### src/oscl_pkg.sv
// Package: constants for the clock source control write lock
package oscl_pkg;
  localparam int          OSCL_DW          = 8;
  localparam int          OSCL_AW          = 8;
  localparam logic [7:0]  OSCL_KEY_FIRST   = 8'he7;
  localparam logic [7:0]  OSCL_KEY_SECOND  = 8'h18;
  localparam logic [7:0]  OSCL_CSC_ADDR    = 8'h86;
  localparam logic [7:0]  OSCL_CSC_RESET   = 8'ha0;
  typedef enum logic [1:0] {
    OSCL_LOCKED  = 2'b00,
    OSCL_KEY1_OK = 2'b01,
    OSCL_OPEN    = 2'b11
  } oscl_state_t;
endpackage

### src/oscl_key_check.sv
// Key comparator: classifies a written byte against the unlock keys
`timescale 1ns/1ps
module oscl_key_check (
  // Written data
  input  wire logic [7:0] wdata,
  // Classification
  output wire logic       is_first,
  output wire logic       is_second
);
  import oscl_pkg::*;
  // Key value compares
  assign is_first  = (wdata == OSCL_KEY_FIRST);
  assign is_second = (wdata == OSCL_KEY_SECOND);
endmodule

### src/oscl_lock.sv
// Write lock guarding the clock source control register
// Contract
// Unlock needs first key then second key
// Next write after keys stores and relocks
// Other write patterns leave register unchanged
// Keys may be nonconsecutive; reversed order rejected
// Other register accesses never disturb lock
// Wrong value while locking restarts sequence
`timescale 1ns/1ps
module oscl_lock #(
  parameter logic [oscl_pkg::OSCL_AW-1:0] CSC_ADDR  = oscl_pkg::OSCL_CSC_ADDR,
  parameter logic [oscl_pkg::OSCL_DW-1:0] CSC_RESET = oscl_pkg::OSCL_CSC_RESET
) (
  // Clock and reset
  input  wire logic                        clk_sys,
  input  wire logic                        rst_n,
  // Internal register write port
  input  wire logic                        wr_en,
  input  wire logic [oscl_pkg::OSCL_AW-1:0] wr_addr,
  input  wire logic [oscl_pkg::OSCL_DW-1:0] wr_data,
  // Register contents and lock status
  output logic      [oscl_pkg::OSCL_DW-1:0] clock_source_control,
  output logic                             unlocked,
  output logic      [1:0]                  lock_state
);
  import oscl_pkg::*;

  oscl_state_t         state_q;
  oscl_state_t         state_d;
  logic [OSCL_DW-1:0]  csc_q;
  logic [OSCL_DW-1:0]  csc_d;
  wire  logic          csc_wr;
  wire  logic          key_first;
  wire  logic          key_second;

  // Key classification
  oscl_key_check oscl_key_check_i (
    .wdata     (wr_data),
    .is_first  (key_first),
    .is_second (key_second)
  );

  // Only writes to our own address count
  assign csc_wr = wr_en && (wr_addr == CSC_ADDR);

  // Next lock state
  always_comb begin
    state_d = state_q;
    if (csc_wr) begin
      case (state_q)
        OSCL_LOCKED:  state_d = key_first ? OSCL_KEY1_OK : OSCL_LOCKED;
        OSCL_KEY1_OK: state_d = key_second ? OSCL_OPEN : OSCL_LOCKED;
        OSCL_OPEN:    state_d = OSCL_LOCKED;
        default:      state_d = OSCL_LOCKED;
      endcase
    end
  end

  // Data only lands when open
  assign csc_d = (csc_wr && state_q == OSCL_OPEN) ? wr_data : csc_q;

  // State and register flops
  always_ff @(posedge clk_sys or negedge rst_n) begin
    if (!rst_n) begin
      state_q <= OSCL_LOCKED;
      csc_q   <= CSC_RESET;
    end else begin
      state_q <= state_d;
      csc_q   <= csc_d;
    end
  end

  // Outputs from flops
  always_ff @(posedge clk_sys or negedge rst_n) begin
    if (!rst_n) begin
      clock_source_control <= CSC_RESET;
      unlocked             <= 1'b0;
      lock_state           <= OSCL_LOCKED;
    end else begin
      clock_source_control <= csc_d;
      unlocked             <= (state_d == OSCL_OPEN);
      lock_state           <= state_d;
    end
  end

  // Checks
  // First key advances from locked
  property p_first_key;
    @(posedge clk_sys) disable iff (!rst_n)
      (csc_wr && state_q == OSCL_LOCKED && key_first) |=> (state_q == OSCL_KEY1_OK);
  endproperty
  a_first_key: assert property (p_first_key) else $error("first key not taken");

  // Second key opens the lock
  property p_second_key;
    @(posedge clk_sys) disable iff (!rst_n)
      (csc_wr && state_q == OSCL_KEY1_OK && key_second) |=> (state_q == OSCL_OPEN);
  endproperty
  a_second_key: assert property (p_second_key) else $error("second key not taken");

  // Open write lands and relocks
  property p_store_relock;
    @(posedge clk_sys) disable iff (!rst_n)
      (csc_wr && state_q == OSCL_OPEN) |=> (csc_q == $past(wr_data) && state_q == OSCL_LOCKED
        && !unlocked && clock_source_control == $past(wr_data));
  endproperty
  a_store_relock: assert property (p_store_relock) else $error("open write not stored");

  // Register frozen unless open write
  property p_no_change;
    @(posedge clk_sys) disable iff (!rst_n)
      !(csc_wr && state_q == OSCL_OPEN) |=> $stable(csc_q);
  endproperty
  a_no_change: assert property (p_no_change) else $error("register changed while locked");

  // Second key alone is refused
  property p_reversed;
    @(posedge clk_sys) disable iff (!rst_n)
      (csc_wr && state_q == OSCL_LOCKED && key_second) |=> (state_q == OSCL_LOCKED);
  endproperty
  a_reversed: assert property (p_reversed) else $error("reversed key accepted");

  // Lock ignores everything but its own writes
  property p_other_access;
    @(posedge clk_sys) disable iff (!rst_n)
      !csc_wr |=> $stable(state_q);
  endproperty
  a_other_access: assert property (p_other_access) else $error("stray lock move");

  // Bad second key restarts
  property p_wrong_value;
    @(posedge clk_sys) disable iff (!rst_n)
      (csc_wr && state_q == OSCL_KEY1_OK && !key_second) |=> (state_q == OSCL_LOCKED);
  endproperty
  a_wrong_value: assert property (p_wrong_value) else $error("bad key did not restart");

  // Unlock only by second key
  property p_status;
    @(posedge clk_sys) disable iff (!rst_n)
      (!unlocked && !(csc_wr && state_q == OSCL_KEY1_OK && key_second)) |=> !unlocked;
  endproperty
  a_status: assert property (p_status) else $error("unlocked without second key");

  // Reset leaves register at default, locked
  property p_reset_out;
    @(posedge clk_sys)
      $rose(rst_n) |-> (clock_source_control == CSC_RESET && !unlocked
        && lock_state == OSCL_LOCKED);
  endproperty
  a_reset_out: assert property (p_reset_out) else $error("reset value wrong");

  // First-key state only entered by first key
  property p_key1_entry;
    @(posedge clk_sys) disable iff (!rst_n)
      (state_q != OSCL_KEY1_OK && !(csc_wr && state_q == OSCL_LOCKED && key_first))
        |=> (state_q != OSCL_KEY1_OK);
  endproperty
  a_key1_entry: assert property (p_key1_entry) else $error("stray first-key entry");

  // Locked state keeps on a non-key write
  property p_locked_stays;
    @(posedge clk_sys) disable iff (!rst_n)
      (csc_wr && state_q == OSCL_LOCKED && !key_first) |=> (state_q == OSCL_LOCKED);
  endproperty
  a_locked_stays: assert property (p_locked_stays) else $error("locked state left");

  // Open state waits through other traffic
  property p_open_holds;
    @(posedge clk_sys) disable iff (!rst_n)
      (state_q == OSCL_OPEN && !csc_wr) |=> (state_q == OSCL_OPEN && unlocked);
  endproperty
  a_open_holds: assert property (p_open_holds) else $error("open state lost");

  // Half-done unlock waits for the second key
  property p_key1_holds;
    @(posedge clk_sys) disable iff (!rst_n)
      (state_q == OSCL_KEY1_OK && !csc_wr) |=> (state_q == OSCL_KEY1_OK);
  endproperty
  a_key1_holds: assert property (p_key1_holds) else $error("first key forgotten");

  // Output register frozen unless open write
  property p_out_frozen;
    @(posedge clk_sys) disable iff (!rst_n)
      !(csc_wr && state_q == OSCL_OPEN) |=> $stable(clock_source_control);
  endproperty
  a_out_frozen: assert property (p_out_frozen) else $error("output moved while locked");

  // No single write opens from locked
  property p_no_jump;
    @(posedge clk_sys) disable iff (!rst_n)
      (csc_wr && state_q == OSCL_LOCKED) |=> (state_q != OSCL_OPEN);
  endproperty
  a_no_jump: assert property (p_no_jump) else $error("opened without first key");

  // Writes elsewhere touch neither lock nor register
  property p_addr_filter;
    @(posedge clk_sys) disable iff (!rst_n)
      (wr_en && wr_addr != CSC_ADDR) |=> ($stable(state_q) && $stable(csc_q));
  endproperty
  a_addr_filter: assert property (p_addr_filter) else $error("foreign write leaked");

  // Idle bus holds every output
  property p_idle_hold;
    @(posedge clk_sys) disable iff (!rst_n)
      !wr_en |=> ($stable(lock_state) && $stable(clock_source_control) && $stable(unlocked));
  endproperty
  a_idle_hold: assert property (p_idle_hold) else $error("outputs moved while idle");

  // Repeated first key restarts the sequence
  property p_repeat_first;
    @(posedge clk_sys) disable iff (!rst_n)
      (csc_wr && state_q == OSCL_KEY1_OK && key_first) |=> (state_q == OSCL_LOCKED);
  endproperty
  a_repeat_first: assert property (p_repeat_first) else $error("repeated key kept");

  // Second key shows on the status outputs
  property p_key2_out;
    @(posedge clk_sys) disable iff (!rst_n)
      (csc_wr && state_q == OSCL_KEY1_OK && key_second)
        |=> (unlocked && lock_state == OSCL_OPEN);
  endproperty
  a_key2_out: assert property (p_key2_out) else $error("unlock not shown");

  // Any own write while open relocks the outputs
  property p_relock_out;
    @(posedge clk_sys) disable iff (!rst_n)
      (unlocked && csc_wr) |=> (!unlocked && lock_state == OSCL_LOCKED);
  endproperty
  a_relock_out: assert property (p_relock_out) else $error("lock not restored");
endmodule

### config.mk
export PLATFORM = sky130hd
export DESIGN_NAME = oscl_lock
export DESIGN_NICKNAME = d
export VERILOG_FILES = /design/src/oscl_pkg.sv /design/src/oscl_key_check.sv /design/src/oscl_lock.sv
export SDC_FILE = /design/constraint.sdc
export NUM_CORES = 1
export LEC_CHECK = 0
export BUFFER_PORTS_ARGS = -buffer_cell sky130_fd_sc_hd__buf_2
export CAP_MARGIN = 0
export CORE_AREA = 3 3 40 42
export CTS_BUF_LIST = sky130_fd_sc_hd__clkbuf_4
export CTS_CLUSTER_SIZE = 16
export DETAILED_ROUTE_END_ITERATION = 10
export DIE_AREA = 0 0 43 45
export GPL_ROUTABILITY_DRIVEN = 0
export PLACE_DENSITY = 0.77
export SLEW_MARGIN = 20
export SYNTH_ARGS = -nofsm -noshare
export SYNTH_HDL_FRONTEND = slang
export SYNTH_SLANG_ARGS = --single-unit
### constraint.sdc
create_clock -name clk_sys -period 1.6 [get_ports clk_sys]
set_clock_uncertainty 0.05 [all_clocks]
set_input_delay 0.08 -clock clk_sys [delete_from_list [all_inputs] [get_ports clk_sys]]
set_output_delay 0.08 -clock clk_sys [all_outputs]
set_load 0.01 [all_outputs]
### Word level (Yosys, flattened, before mapping)

Index checks and enable logic that the tools add are counted.

* equality and inequality tests: 6
* multiplexer cells: 4
* reductions and logical operators: 3

Operators by type and width (count)
* == test 8 bit (second input constant): 2
* == test 8 x 5 -> 1 bit (second input constant): 1
* == test 2 bit (second input constant): 2
* 2-to-1 mux 2 bit: 2
* one-hot mux 2 bit (2 select lines): 1
* == test 2 x 1 -> 1 bit (second input constant): 1
* logical AND 1 bit: 2
* logical NOT 2 bit: 1
* 2-to-1 mux 1 bit: 1

* register bits after elaboration: 11
* input port bits: 19
* output and inout bits: 11
* logic and storage cells: 16

### Longest topological paths before layout

* depth after elaboration: 5
* mapped depth: 3
* depth with buffers taken out: 3

### Hierarchy

From an unflattened synthesis, not the netlist that was laid out.

* cells, all modules: 40
* area, all modules: 553.0 µm²

Modules (own cells, without submodules)
* oscl_lock: instances 1, cells each 34, area each 509.2 µm², seq. area each 277.8 µm²
* oscl_key_check: instances 1, cells each 6, area each 43.8 µm², seq. area each 0.0 µm²

### Worst setup path before layout

OpenSTA, ideal clock, no wires.

* path type: flip-flop to flip-flop
* start: register lock_state[0] (netlist name)
* end: register clock_source_control[0] (netlist bit)
* library setup time: 125 ps
* arrival: 1099 ps
* data required time: 1425 ps
* path slack: 326 ps
* stages on the path, launching flop included: 4
* buffers on the path: 0
* period minus slack after synthesis: 1274 ps
* cell sequence: dfrtp_1 and2_1 nand4_4 mux2_2

RTL lines
* to (signal assigned): line oscl_lock.sv:80 `clock_source_control <= csc_d;`
* to (decl): line oscl_lock.sv:22 `output logic [oscl_pkg::OSCL_DW-1:0] clock_source_control,`

==> flow_summary.ini <==
[layout]
fin_util_pct = 56.9
n_antenna_cell = 0
nets = 91
area_growth_pct = 38.7
fin_area_um2 = 731
final_cells = 86
layout-drive-gt1-share_pct = 66.2

[setup_path]
arrival_ns = 1.41
r2r-start = lock_state[0]$_DFF_PN0_
crit_path_start = lock_state[0]$_DFF_PN0_
critPathMaxFanout = 8
cp.required_ns = 1.70
setup.worst_path.class = reg -> reg
startpoint_type = flip-flop
end_kind = flip-flop

[synthesis]
synth_cell_types = 16
yosys.cell_count.top_type = dfrtp_1
ys_seq_elements = 11
synth_nets = 56
synth_top_cell_by_area = dfrtp_1
synthTopCellsByArea = dfrtp_1 (43%), mux2_2 (17%), dfstp_2 (10%)
syn_area_per_cell_um2 = 14.2
yosys_warnings = 0
netlist_area_um2 = 527
yosys-top-cells-count = dfrtp_1 (9), mux2_2 (8)
syn_inst = 37
synth_top_area_share_pct = 42.8
synth_ff_type = dfrtp_1
yosysSeqAreaShare_pct = 52.7
synth_edf_count = 0
synthArstFlopShare_pct = 100

[global_route]
grt_overflow = 0
gr-usage-all-layers_pct = 15.0
antenna_found_initial = 0
first_global_vias = 467
grt_start_max_net_pins = 12
grt_pass1_wl_mm = 2.09

[timing]
layout_min_cycle_time_ns = 1.31
finalHoldViolCount = 0
fin_crit_sh_pct = 81.7
worst_slew_pin_slew_ns = 0.315
relSlewSlack_pct = 78.7
fin_ws_ns = 0.293
timing.hold.ws_ns = 0.0231
fin_setup_tns_ns = 0
setup_viol = 0
rsz0062_at_grt = no
final_max_slew_viol_count = 0
clock.fmax_mhz = 765

[power_and_ir_drop]
power_density_nw_per_um2 = 772
ir_drop_mv = 0.565
clkPwrFrac_pct = 36.8
finalPower_uw = 564
p_seq_share_pct = 51.5
p_int_uw = 431
p_leak_nw = 0.392
combPwrFrac_pct = 11.7
switching_share_pct = 23.6
p_switching_uw = 133

[hold_path]
holdCritStartpoint = wr_data[4]
hold_class = in -> reg

[placement]
pre_cts_slack_ns = 0.300
dp.cells = 81
portBuffers = 29
hpwl_um = 959
placed_area_um2 = 691

[cts]
numCtsBuffers = 3
path_clk_slew_ns = 0.07
root_buffer = clkbuf_4
clk_latency_ns = 0.27
cts_resized = 0
cts-htree-levels = 1
cts_tree = yes
clock_path_buffers = 2
cts.sinks = 11

[route]
dr.pass1.iters = 4
wirelength_mm = 1.20
final_antenna_net_count = 0
drt-vias-per-instance = 5.10
drt_iter0_markers = 4
dr_total_vias = 439
drc = 0
post_drt_wl_per_cell_um = 14.0

[floorplan]
fp.coreArea_um2 = 1280
die_h_um = 45
die_w_um = 43
io-pin-count = 30
die_area_um2 = 1940
rows = 13
initial_utilization_pct = 41.0

[run_status]
outcome = finished, final reports clean

[job]
maxCapViolCount = 0
-- worst max-delay path, stage by stage, from the launching register on --
cell and delay, ns:
dfrtp_1 0.43, and2_1 0.21, nand4_4 0.16, mux2_2 0.35
-- power by group through the flow --
stage | sequential (mW) | clock [mW] | combinational [mW]
after detailed placement | 0.296 | 0 | 0.0651
final | 0.291 | 0.208 | 0.0661
after global placement | 0.296 | 0 | 0.0632
after floorplan | 0.299 | 0 | 0.0187
after CTS | 0.291 | 0.217 | 0.0673
after global routing | 0.292 | 0.230 | 0.0738
-- worst paths after layout --
| kind | endpoint | slack [ns] | cells after the start |
|---|---|---|---|
| max | clock_source_control[6]$_DFFE_PN0P_ | 0.29 | 3 |
| min in group asynchronous | clock_source_control[2]$_DFFE_PN0P_ | 0.17 | 2 |
| max reg2reg | clock_source_control[6]$_DFFE_PN0P_ | 0.29 | 3 |
| min | clock_source_control[4]$_DFFE_PN0P_ | 0.02 | 2 |
| min reg2reg | clock_source_control[0]$_DFFE_PN0P_ | 0.46 | 1 |
| max in group asynchronous | clock_source_control[7]$_DFFE_PN1P_ | 1.08 | 2 |
-- logic make-up after synthesis --
logic type	synth area share (%)
flip-flops	52.7
buffers and inverters	0.712
multiplexers	20.9
AO/OA/AOI/OAI	2.37
AND/OR/NAND/NOR	23.3
-- flip-flops by register name (all words and copies together), names as in the netlist --
register,count
clock_source_control,8
lock_state,2
unlocked,1
-- routing by layer --
layer  vias to the layer above  routed length [um]  global-route usage (%)
met5                         -                   0                       0
met4                         0                   0                    3.61
met3                         0                 145                    8.76
met2                        24                 610                    25.7
met1                       202                 445                    15.9
li1                        213                   -                       -
-- layout by cell type, fill, tap and decap left out, types with 2 or more instances in the layout --
master / instances
and2_1: 2
mux2_2: 8
nand4b_1: 2
dfstp_2: 2
clkbuf_4: 4
mux2i_1: 2
dfrtp_1: 9
buf_2: 29
a31oi_1: 2
nor4b_1: 2
-- area by class of cell --
| cell class | count | area (um^2) |
|---|---|---|
| Inverter | 1 | 3.75 |
| Tap cell | 15 | 18.8 |
| Fill cell | 119 | 554 |
| Clock buffer | 4 | 30.0 |
| Sequential cell | 11 | 278 |
| Timing Repair Buffer | 30 | 155 |
| Multi-Input combinational cell | 25 | 245 |
-- repair_timing --
| action | CTS | global route |
|---|---|---|
| hold buffers | 1 | 0 |
| endpoints found under the hold margin | 11 | 0 |
| buffers inserted | 0 | 0 |
(Power assumes the default switching activity.)
